### config.mk
export PLATFORM = sky130hd
export DESIGN_NAME = wss_sequencer
export DESIGN_NICKNAME = d
export VERILOG_FILES = /design/src/logic/wss_pkg.sv /design/src/logic/wss_sequencer.sv /design/src/logic/wss_slot_mem.sv
export SDC_FILE = /design/constraint.sdc
export NUM_CORES = 1
export LEC_CHECK = 0
export BUFFER_PORTS_ARGS = -buffer_cell sky130_fd_sc_hd__buf_2
export CORE_MARGIN = 2
export CORE_UTILIZATION = 50
export CTS_CLUSTER_DIAMETER = 40
export DETAILED_ROUTE_END_ITERATION = 6
export PLACE_DENSITY_LB_ADDON = 0.15
export SYNTH_ARGS = -nofsm -noshare
export SYNTH_HDL_FRONTEND = slang
export SYNTH_HIERARCHICAL = 1
export SYNTH_SLANG_ARGS = --single-unit
### constraint.sdc
create_clock -name pclk -period 3 [get_ports pclk]
set_input_delay 0.15 -clock pclk [delete_from_list [all_inputs] [get_ports pclk]]
set_output_delay 0.15 -clock pclk [all_outputs]
set_load 0.005 [all_outputs]
### src/logic/wss_pkg.sv
// Constants, field layouts and carrier types for the waveform sequence slot bank.
// Assumes a single 10 MHz pclk and an APB master with 32-bit data.
// What this block does
// - Delay flag set: slot idles, no waveform
// - Delay lasts 10 ms times field value
// - Delay flag clear: field is effect identifier
// - Identifier bits 6..0 index effect library
// - Start bit begins playback at first slot
// - After effect ends, advance to next slot
// - Stop at zero entry or after slot eight
// - Zero entry halts sequencer when reached
// - Two-bit repeat count plays entry 1..4 times
package wss_pkg;

  // Printed register indices; byte address is four times the index
  localparam logic [5:0] IDX_CONTROL = 6'h0c;
  localparam logic [5:0] IDX_SLOT_FIRST = 6'h0f;
  localparam logic [5:0] IDX_SLOT_SEVEN = 6'h15;
  localparam logic [5:0] IDX_SLOT_EIGHT = 6'h16;
  localparam logic [5:0] IDX_REPEAT_LOW = 6'h17;
  localparam logic [5:0] IDX_REPEAT_HIGH = 6'h18;

  // Control register fields
  localparam int CTRL_START_BIT = 0;
  localparam int CTRL_ABORT_BIT = 1;
  localparam int CTRL_BUSY_BIT = 0;

  // Slot layout and reset values
  localparam int SLOT_COUNT = 8;
  localparam logic [2:0] SLOT_LAST = 3'h7;
  localparam logic [7:0] SLOT_RESET = 8'h00;
  localparam logic [7:0] REPEAT_RESET = 8'h00;

  // Delay step timing
  localparam int DELAY_STEP_MS = 10;
  localparam int CLK_HZ = 10000000;
  localparam int DELAY_STEP_CYCLES = (CLK_HZ / 1000) * DELAY_STEP_MS;

  typedef struct packed {
    logic delay_flag;
    logic [6:0] field;
  } wss_slot_t;

  typedef struct packed {
    logic [6:0] id;
    logic start;
  } wss_effect_t;

  typedef enum logic [4:0] {
    ST_IDLE = 5'h01,
    ST_FETCH = 5'h02,
    ST_DECODE = 5'h04,
    ST_PLAY = 5'h08,
    ST_WAIT = 5'h10
  } wss_state_t;

endpackage : wss_pkg

### src/logic/wss_sequencer.sv
// Waveform sequence slot bank with APB register access and playback sequencer.
// Assumes an external effect engine that takes an identifier and reports done.
//
// Local design decision: the APB register port.
`timescale 1ns/1ns
module wss_sequencer #(
  parameter int unsigned STEP_CYCLES = wss_pkg::DELAY_STEP_CYCLES
) (
  input wire logic pclk,
  input wire logic presetn,
  input wire logic psel,
  input wire logic penable,
  input wire logic pwrite,
  input wire logic [11:0] paddr,
  input wire logic [31:0] pwdata,
  output logic [31:0] prdata,
  output logic pready,
  output logic pslverr,
  output wss_pkg::wss_effect_t effect,
  input wire logic effect_done,
  output logic idle_active,
  output logic seq_busy,
  output logic [2:0] cur_slot
);

  // Register index of the current access
  function automatic logic [5:0] reg_index(input logic [11:0] a);
    reg_index = a[7:2];
  endfunction : reg_index

  // True when the index falls in the eight slot registers
  function automatic logic is_slot(input logic [5:0] idx);
    is_slot = (idx >= wss_pkg::IDX_SLOT_FIRST) && (idx <= wss_pkg::IDX_SLOT_EIGHT);
  endfunction : is_slot

  // Bus-side decode
  logic [5:0] idx;
  logic aligned;
  logic mapped;
  logic wr_en;
  logic [2:0] bus_slot;

  // Repeat counts, packed two bits per slot, slot one lowest
  logic [7:0] repeat_low_reg;
  logic [7:0] repeat_high_reg;
  logic [15:0] repeat_all;
  logic [1:0] repeat_limit;

  // Playback engine state
  wss_pkg::wss_state_t state_reg;
  logic [2:0] slot_reg;
  logic [1:0] pass_reg;
  logic entry_done;
  logic start_req;
  logic abort_req;

  // Delay timing; the divider is wide enough for a full 10 ms step at pclk
  logic [6:0] wait_left_reg;
  logic [31:0] step_cnt_reg;
  logic step_tick;

  // Slot store read data, one cycle behind its address
  wss_pkg::wss_slot_t bus_rd;
  wss_pkg::wss_slot_t seq_rd;

  // Address decode; upper bits and byte offset must be zero
  assign idx = reg_index(paddr);
  assign aligned = (paddr[1:0] == 2'h0) && (paddr[11:8] == 4'h0);
  assign mapped = aligned && (is_slot(idx) || idx == wss_pkg::IDX_CONTROL ||
                  idx == wss_pkg::IDX_REPEAT_LOW || idx == wss_pkg::IDX_REPEAT_HIGH);
  // Writes land only at the edge that completes the access phase
  assign wr_en = psel && penable && pwrite && mapped;
  assign bus_slot = 3'(idx - wss_pkg::IDX_SLOT_FIRST);
  // Every register answers at once: zero wait states
  assign pready = 1'b1;
  assign pslverr = psel && penable && !mapped;

  // Start ignored while busy, so a second write cannot restart mid-sequence
  // A write of both start and abort is taken as abort
  assign start_req = wr_en && idx == wss_pkg::IDX_CONTROL &&
                     pwdata[wss_pkg::CTRL_START_BIT] && state_reg == wss_pkg::ST_IDLE;
  assign abort_req = wr_en && idx == wss_pkg::IDX_CONTROL && pwdata[wss_pkg::CTRL_ABORT_BIT];

  // Slot store; bus and sequencer each own a read port, so bus reads never stall playback
  wss_slot_mem u_mem (
    .pclk(pclk),
    .presetn(presetn),
    .we(wr_en && is_slot(idx)),
    .waddr(bus_slot),
    .wdata(wss_pkg::wss_slot_t'(pwdata[7:0])),
    .raddr_bus(bus_slot),
    .rdata_bus(bus_rd),
    .raddr_seq(slot_reg),
    .rdata_seq(seq_rd)
  );

  // Repeat count registers, two bits per slot
  always_ff @(posedge pclk or negedge presetn) begin
    if (!presetn) begin
      repeat_low_reg <= wss_pkg::REPEAT_RESET;
      repeat_high_reg <= wss_pkg::REPEAT_RESET;
    end else if (wr_en && idx == wss_pkg::IDX_REPEAT_LOW) begin
      repeat_low_reg <= pwdata[7:0];
    end else if (wr_en && idx == wss_pkg::IDX_REPEAT_HIGH) begin
      repeat_high_reg <= pwdata[7:0];
    end
  end

  // Read mux; slot data is valid in the access phase because the address is set up a cycle early
  // Unmapped addresses read zero and raise pslverr instead
  always_comb begin
    prdata = 32'h0000_0000;
    if (psel && mapped) begin
      if (is_slot(idx)) begin
        prdata[7:0] = bus_rd;
      end else if (idx == wss_pkg::IDX_REPEAT_LOW) begin
        prdata[7:0] = repeat_low_reg;
      end else if (idx == wss_pkg::IDX_REPEAT_HIGH) begin
        prdata[7:0] = repeat_high_reg;
      end else begin
        prdata[wss_pkg::CTRL_BUSY_BIT] = seq_busy;
      end
    end
  end

  // Repeat count of the slot in play
  assign repeat_all = {repeat_high_reg, repeat_low_reg};
  assign repeat_limit = repeat_all[{slot_reg, 1'b0} +: 2];

  // 10 ms step divider, restarted on entry to each delay
  // Held at zero outside the wait state, so a count never carries over
  always_ff @(posedge pclk or negedge presetn) begin
    if (!presetn) begin
      step_cnt_reg <= 32'h0000_0000;
    end else if (state_reg != wss_pkg::ST_WAIT || step_tick) begin
      step_cnt_reg <= 32'h0000_0000;
    end else begin
      step_cnt_reg <= step_cnt_reg + 32'h0000_0001;
    end
  end
  assign step_tick = (step_cnt_reg == 32'(STEP_CYCLES - 1));

  // Entry finished: effect reported done, or delay fully counted out
  assign entry_done = (state_reg == wss_pkg::ST_PLAY && effect_done) ||
                      (state_reg == wss_pkg::ST_WAIT && wait_left_reg == 7'h00);

  // Playback state machine
  always_ff @(posedge pclk or negedge presetn) begin
    if (!presetn) begin
      state_reg <= wss_pkg::ST_IDLE;
      slot_reg <= 3'h0;
      pass_reg <= 2'h0;
    end else if (abort_req) begin
      // Abort wins over every state; slot and pass are reloaded on the next start
      state_reg <= wss_pkg::ST_IDLE;
    end else begin
      unique case (state_reg)
        wss_pkg::ST_IDLE: begin
          if (start_req) begin
            slot_reg <= 3'h0;
            pass_reg <= 2'h0;
            state_reg <= wss_pkg::ST_FETCH;
          end
        end
        wss_pkg::ST_FETCH: begin
          state_reg <= wss_pkg::ST_DECODE;
        end
        wss_pkg::ST_DECODE: begin
          // Whole byte zero is the stop marker; a delay of zero is not
          if (seq_rd == wss_pkg::SLOT_RESET) begin
            state_reg <= wss_pkg::ST_IDLE;
          end else if (seq_rd.delay_flag) begin
            state_reg <= wss_pkg::ST_WAIT;
          end else begin
            state_reg <= wss_pkg::ST_PLAY;
          end
        end
        wss_pkg::ST_PLAY, wss_pkg::ST_WAIT: begin
          // Repeats go back to decode, so the same slot replays without a fetch
          if (entry_done) begin
            if (pass_reg != repeat_limit) begin
              pass_reg <= pass_reg + 2'h1;
              state_reg <= wss_pkg::ST_DECODE;
            end else if (slot_reg == wss_pkg::SLOT_LAST) begin
              state_reg <= wss_pkg::ST_IDLE;
            end else begin
              pass_reg <= 2'h0;
              slot_reg <= slot_reg + 3'h1;
              state_reg <= wss_pkg::ST_FETCH;
            end
          end
        end
      endcase
    end
  end

  // Delay countdown, one step per tick
  // A field of zero still spends one cycle in the wait state
  always_ff @(posedge pclk or negedge presetn) begin
    if (!presetn) begin
      wait_left_reg <= 7'h00;
    end else if (state_reg == wss_pkg::ST_DECODE) begin
      wait_left_reg <= seq_rd.field;
    end else if (state_reg == wss_pkg::ST_WAIT && step_tick && wait_left_reg != 7'h00) begin
      wait_left_reg <= wait_left_reg - 7'h01;
    end
  end

  // Effect request toward the library; start pulses on entry to play
  // A stop marker or a pending abort must not launch the library
  always_ff @(posedge pclk or negedge presetn) begin
    if (!presetn) begin
      effect <= '0;
    end else begin
      effect.start <= state_reg == wss_pkg::ST_DECODE && seq_rd != wss_pkg::SLOT_RESET &&
                      !seq_rd.delay_flag && !abort_req;
      if (state_reg == wss_pkg::ST_DECODE && !seq_rd.delay_flag) begin
        effect.id <= seq_rd.field;
      end
    end
  end

  // Status straight from the state register, no extra latency
  assign idle_active = state_reg == wss_pkg::ST_WAIT;
  assign seq_busy = state_reg != wss_pkg::ST_IDLE;
  assign cur_slot = slot_reg;

endmodule : wss_sequencer

### src/logic/wss_slot_mem.sv
// Eight-entry slot store with one write port and two registered read ports.
// Assumes writes come from the bus side only; reads never stall.
`timescale 1ns/1ns
module wss_slot_mem (
  input wire logic pclk,
  input wire logic presetn,
  input wire logic we,
  input wire logic [2:0] waddr,
  input wire wss_pkg::wss_slot_t wdata,
  input wire logic [2:0] raddr_bus,
  output wss_pkg::wss_slot_t rdata_bus,
  input wire logic [2:0] raddr_seq,
  output wss_pkg::wss_slot_t rdata_seq
);

  wss_pkg::wss_slot_t mem_reg [wss_pkg::SLOT_COUNT];

  // Storage; reset clears every slot so playback stops at once
  always_ff @(posedge pclk or negedge presetn) begin
    if (!presetn) begin
      for (int i = 0; i < wss_pkg::SLOT_COUNT; i++) begin
        mem_reg[i] <= wss_pkg::SLOT_RESET;
      end
    end else if (we) begin
      mem_reg[waddr] <= wdata;
    end
  end

  // Registered read ports; data one cycle after the address
  always_ff @(posedge pclk or negedge presetn) begin
    if (!presetn) begin
      rdata_bus <= wss_pkg::SLOT_RESET;
      rdata_seq <= wss_pkg::SLOT_RESET;
    end else begin
      rdata_bus <= mem_reg[raddr_bus];
      rdata_seq <= mem_reg[raddr_seq];
    end
  end

endmodule : wss_slot_mem

==> impl_metrics.json, run 1 <==
{
  "combPwrFrac_pct": 10.2,
  "yosysTopAreaCell": "dfrtp_1",
  "dieArea_um2": 17600,
  "clock_sinks": 153,
  "wl_met3_um": 734,
  "antenna_found_initial": 0,
  "critical_path_class": "register to register",
  "cp_max_fo": 12,
  "core_um2": 16300,
  "clkPwrFrac_pct": 45.8,
  "synth_top_family_by_area": "multiplexers",
  "cts_buffers": 17,
  "cts_tree": "built",
  "wl_met2_mm": 8.82,
  "ys_warn_count": 6,
  "die_y_um": 133,
  "synthAdderAreaFrac_pct": 1.21,
  "vias_per_cell": 5.75,
  "cp.arrival_ns": 2.84,
  "synth-seq-cells": 153,
  "start_util_pct": 50.6,
  "synth_compound_area_share_pct": 3.09,
  "ctsRootBufferMaster": "clkbuf_16",
  "synth_edf_count": 0,
  "fin_hold_ws_ns": 0.123,
  "skew_ns": 0.0113,
  "synth_xor_area_share_pct": 4.34,
  "grt_max_degree": 93,
  "io_pins": 97,
  "avgSynthCellArea_um2": 12.5,
  "grt_pass1_wl_mm": 29.7,
  "met1_length_mm": 8.29,
  "synth.top_cell.area_share_pct": 46.0,
  "finalSetupTns_ns": 0,
  "rows": 47,
  "synth_ff_type": "dfrtp_1",
  "run_status": "complete, no violations",
  "p_seq_share_pct": 44.0,
  "fmax_mhz": 394,
  "layout_commonest_cell": "dfrtp_1",
  "finish.net_count": 774,
  "synth-simple-area-share_pct": 13.1,
  "die_w_um": 133,
  "cp_data_required_time_ns": 3.31,
  "synthMuxAreaShare_pct": 26.4,
  "grt_pass1_vias": 5594,
  "synth.area.top_cells": "dfrtp_1 (46%), mux2_2 (15%), mux4_1 (9.2%)",
  "antenna_cells": 0,
  "async_flop_share_pct": 100,
  "grt_remaining_overflow": 0,
  "cts.clk_slew.worst_paths_ns": 0.06,
  "clock_path_buffers": 2,
  "clock_latency_ns": 0.42,
  "rsz0062_at_grt": "no",
  "leakagePower_uw": 0.00447,
  "yosysUniqueCellTypes": 59,
  "switching_share_pct": 24.2,
  "via_count": 5455,
  "wirelength_mm": 18.2,
  "final_cell_mix": "dfrtp_1 (152), mux2_2 (107), nor2_1 (60)",
  "cts_max_level": 4,
  "start_kind": "register",
  "drv_slew": 0,
  "numPortBuffers": 47,
  "peakVddDrop_v": 0.000421,
  "post-route-drc-count": 0,
  "timing.final.crit_period_ns": 2.54,
  "hpwl_mm": 12.5,
  "p_switching_uw": 1180,
  "hold_class": "input pin to register",
  "routedWlPerCell_um": 19.2,
  "min_period_over_period_pct": 84.5,
  "endpoint_kind": "register",
  "syn2layout_area_growth_pct": 12.7,
  "routabilityCongestion": 0.802,
  "p_int_uw": 3700,
  "power_density_nw_per_um2": 524,
  "drt_first_pass_iters": 4,
  "setup_viol_count_final": 0,
  "drt_iter0_markers": 297,
  "max_cap_viol_count": 0,
  "netlist_area_um2": 8270,
  "worst_slew_pin_slew_ns": 0.866,
  "grtUsageTotal_pct": 21.8,
  "drive_above_1_share_pct": 31.1,
  "ys_seq_area_share_pct": 46.3,
  "ant_nets": 0,
  "slew_headroom_pct": 42.3,
  "largest_reg_flops": 64,
  "postSynthCellCount": 661,
  "fillers": 1404,
  "routed.top_layer": "met4",
  "hold_viol_final": 0
}
[routing by layer]
metal  track usage (%)  up-vias
met5                 0        -
met4              7.17        0
met3              4.90       23
met2              35.1      126
met1              29.4     2810
li1                  -     2496
[logic make-up (layout without fill, tap and decap cells)]
family / after synthesis / after routing
other: 2 / 25
buffers and inverters: 75 / 120
DFF: 153 / 153
adders and majority gates: 8 / 8
muxes: 151 / 151
and+or+nand+nor: 194 / 194
xor gates and xnor gates: 41 / 41
AOI/OAI and AO/OA: 37 / 37
[final timing paths]
check / cells after the start / startpoint / slack (ns) / to
setup / recovery: 6 / cur_slot[1] / 0.46 / cur_slot[0]
hold / removal: 2 / pwdata[2] / 0.12 / u_mem/mem_reg[10]
setup reg to reg: 6 / cur_slot[1] / 0.46 / cur_slot[0]
hold reg to reg: 1 / effect[2] / 0.50 / effect[2]
max in group asynchronous: 3 / presetn / 1.73 / u_mem/rdata_bus[0]
min in group asynchronous: 2 / presetn / 0.36 / state_reg[2]
[cells in the mapped netlist, types with 5 or more instances]
library cell and instances:
buf_2 16, nor2_1 60, mux4_1 29, buf_4 26
mux4_2 5, dfrtp_1 152, and4_1 5, clkbuf_1 8
xor2_1 23, xnor2_1 18, nand2_1 35, mux2i_1 10
nor3_1 17, inv_1 18, or3_1 5, a221oi_1 6
nor4_1 11, nand3_1 15, nand4_1 9, a21oi_1 7
ha_1 8, o21ai_0 8, mux2_2 107
[critical path, stage by stage (launching register included)]
cell,delay [ns]
dfrtp_1,0.77
mux2i_1,0.18
mux4_2,0.51
xor2_1,0.14
nand2_1,0.20
o311a_1,0.39
a211o_1,0.22
[power groups by stage]
stage | sequential [uW] | clock [uW] | combinational (uW)
CTS | 2150 | 2270 | 499
finish | 2150 | 2240 | 497
floorplan | 2160 | 0 | 408
global placement | 2180 | 0 | 486
global route | 2150 | 2370 | 544
detailed placement | 2190 | 0 | 497
[through the flow]
step                instance area, um2  utilization [%]  std cells  total power (uW)  setup WS (ns)
floorplan                         8350                -        684              2560          0.716
global placement                  8680             53.1        916              2670          0.400
detailed placement                8680             53.1        916              2680          0.391
CTS                               9320             57.0        949              4920          0.478
global route                      9320             57.0        949              5070          0.268
finish                            9320             57.0        949              4880          0.464
[timing repair]
action                    in CTS  in global routing
resized for setup              0                  0
hold endpoints to repair      88                  0
buffers inserted               0                  0
hold buffers                   1                  0
[final cells by class]
type                       count  area [um2]  area share, %
multi-input combinational    456        4100           44.0
sequential                   153        3830           41.1
timing repair buffer          70         417           4.47
inverter                      18        67.6          0.725
clock inverter                 9         138           1.48
tap                          220         275           2.96
clock buffer                  23         488           5.24
Note: power is estimated with default switching activity, not from simulation.
==> inputs of run 2 (changes only) <==
--- a/config.mk
+++ b/config.mk
@@ -5,6 +5,7 @@
 export SDC_FILE = /design/constraint.sdc
 export NUM_CORES = 1
 export LEC_CHECK = 0
+export ABC_AREA = 1
 export BUFFER_PORTS_ARGS = -buffer_cell sky130_fd_sc_hd__buf_2
 export CORE_MARGIN = 2
 export CORE_UTILIZATION = 50
==> constraint.sdc (replaced) <==
create_clock -name pclk -period 2.4 [get_ports pclk]
set_input_delay 0.12 -clock pclk [delete_from_list [all_inputs] [get_ports pclk]]
set_output_delay 0.12 -clock pclk [all_outputs]
set_load 0.005 [all_outputs]
==> run 2 against run 1 <==
Fmax increased by 21%. Non-clock buffer count increased by 9. Via count increased by 45%. Critical path depth increased by 8. Sequential power increased by 25%. Global-route usage increased by 2.1 points. Synthesized cell count increased by 88%. Sequential cell count unchanged. Largest cell class unchanged. Largest power group is now sequential cells.
==> impl_metrics.json, run 2 <==
{
  "fillers": 1699,
  "critical_path_class": "register to register",
  "synth.area.top_cells": "dfrtp_1 (42%), nand2_1 (17%), inv_1 (7.2%)",
  "grt_pass1_wl_mm": 37.2,
  "yosysTopAreaCell": "dfrtp_1",
  "cp_max_fo": 18,
  "ant_nets": 0,
  "ctsResizeCount": 0,
  "ys_warn_count": 6,
  "avgSynthCellArea_um2": 7.25,
  "cts_max_level": 4,
  "drt_iter0_markers": 532,
  "hold_viol_final": 0,
  "numPortBuffers": 47,
  "start_util_pct": 50.6,
  "async_flop_share_pct": 100,
  "slowest_stage": "dfrtp_1",
  "antenna_found_initial": 0,
  "crit_path_cell_trace": "buf_4 > nand2_1 > o211ai_1 > nand3_1 > nand2_1 > nand2_1 > nand2_2 > nand2_2 > nand2_2 > nand2_2 > nor2_4 > nand2_2 > nand2_1 > nand2_1",
  "yosysUniqueCellTypes": 44,
  "synth_xor_area_share_pct": 0.876,
  "fin_hold_ws_ns": 0.241,
  "largest_reg_flops": 64,
  "post_cts_buffers": 0,
  "postSynthCellCount": 1240,
  "setup_viol_count_final": 0,
  "power_density_nw_per_um2": 609,
  "dieArea_um2": 19100,
  "synth_top_family_by_area": "simple AND/OR/NAND/NOR gates",
  "wirelength_mm": 22.2,
  "min_period_over_period_pct": 87.2,
  "via_count": 7929,
  "routedWlPerCell_um": 14.4,
  "syn2layout_area_growth_pct": 11.5,
  "cpPeakStageDelay_ns": 0.70,
  "grt_max_degree": 68,
  "synth_ff_type": "dfrtp_1",
  "rows": 49,
  "synth-simple-area-share_pct": 32.9,
  "layoutNonFillerInstCount": 1537,
  "grt_remaining_overflow": 0,
  "synth_common_cells": "nand2_1 (396), inv_1 (172), dfrtp_1 (152)",
  "grtUsageTotal_pct": 23.9,
  "final_cell_mix": "nand2_1 (396), inv_1 (172), dfrtp_1 (152)",
  "finalSetupTns_ns": 0,
  "drt_first_pass_iters": 6,
  "worst_slew_pin_slew_ns": 0.629,
  "clock_path_buffers": 2,
  "clock_latency_ns": 0.42,
  "finish.net_count": 1353,
  "post-route-drc-count": 0,
  "yosysMostFrequentCell": "nand2_1",
  "rsz0062_at_grt": "no",
  "cts.clk_slew.worst_paths_ns": 0.06,
  "drive_above_1_share_pct": 12.1,
  "start_kind": "register",
  "fmax_mhz": 478,
  "ctsRootBufferMaster": "clkbuf_16",
  "ys_seq_area_share_pct": 42.6,
  "synthAdderAreaFrac_pct": 1.11,
  "placed_cells": 1496,
  "skew_ns": 0.00763,
  "layout_commonest_cell": "nand2_1",
  "cp.arrival_ns": 2.40,
  "max_cap_viol_count": 0,
  "drv_slew": 0,
  "placed_area_um2": 9370,
  "synth.top_cell.area_share_pct": 42.3,
  "routabilityCongestion": 0.884,
  "hold_class": "input pin to async pin",
  "clock_sinks": 153,
  "cts_tree": "built",
  "io_pins": 97,
  "synth_edf_count": 0,
  "run_status": "complete, no violations",
  "netlist_area_um2": 9000,
  "die_w_um": 138,
  "fin_area_um2": 10000,
  "endpoint_kind": "register",
  "cp_data_required_time_ns": 2.71,
  "die_y_um": 138,
  "synthMuxAreaShare_pct": 0,
  "leakagePower_uw": 0.00501,
  "hpwl_mm": 15.8,
  "vias_per_cell": 5.16,
  "multi_input_area_um2": 4170,
  "ff_latch_area_um2": 3830,
  "grt_pass1_vias": 7554,
  "slew_headroom_pct": 58.0,
  "core_um2": 17800,
  "cts_buffers": 17,
  "antenna_cells": 0,
  "timing.final.crit_period_ns": 2.09,
  "cts_hold_buffers": 9,
  "synth_compound_area_share_pct": 10.3,
  "peakVddDrop_v": 0.000713,
  "synth-seq-cells": 153
}
[run 2: power by group]
part	internal (uW)	switching (uW)
logic	275	556
clock network	1500	1080
registers	2660	33.2
total	4430	1670
[run 2: area by class of cell]
| class | count | share of cell area (%) |
|---|---|---|
| multi-input combinational | 869 | 41.5 |
| tap | 229 | 2.86 |
| sequential | 153 | 38.2 |
| clock buffer | 21 | 4.59 |
| timing repair buffer | 79 | 5.15 |
| inverter | 175 | 6.55 |
| clock inverter | 11 | 1.12 |
[run 2: path summary, 6_finish.rpt]
check | startpoint | to | slack [ns] | depth (start not counted)
setup / recovery | cur_slot[0] | cur_slot[0] | 0.31 | 14
hold / removal | presetn | effect[0] | 0.24 | 2
setup reg to reg | cur_slot[0] | cur_slot[0] | 0.31 | 14
hold reg to reg | effect[2] | effect[2] | 0.47 | 2
max in group asynchronous | presetn | u_mem/mem_reg[29] | 1.43 | 3
min in group pclk | pwrite | repeat_low_reg[5] | 0.27 | 6
[run 2: worst max-delay path, delay by kind of cell (launching register included)]
kind / cells / cell delay [ns]
buf+inv: 1 / 0.21
compound gates: 1 / 0.08
flops: 1 / 0.70
simple gates: 12 / 1.00
[run 2: per-layer routing]
| metal | GRT usage, % | part of all wire, % |
|---|---|---|
| met5 | 0 | 0 |
| met4 | 6.55 | 1.7 |
| met3 | 4.23 | 4.1 |
| met2 | 41.8 | 51 |
| met1 | 30.6 | 43 |
[run 2: kinds of logic after synthesis]
| kind of cell | count (synthesis) |
|---|---|
| and+or+nand+nor | 661 |
| adders and majority gates | 8 |
| other | 2 |
| xor gates and xnor gates | 9 |
| DFF | 153 |
| AOI/OAI and AO/OA | 166 |
| buffers and inverters | 241 |
[run 2: through the flow]
step | setup WS, ns | util (%) | total power, uW
after floorplan | 0.532 | - | 3340
after CTS | 0.300 | 56.4 | 6170
final | 0.308 | 56.4 | 6100
after global placement | 0.0515 | 52.7 | 3550
after global routing | 0.0495 | 56.4 | 6400
after detailed placement | -0.0207 | 52.7 | 3570
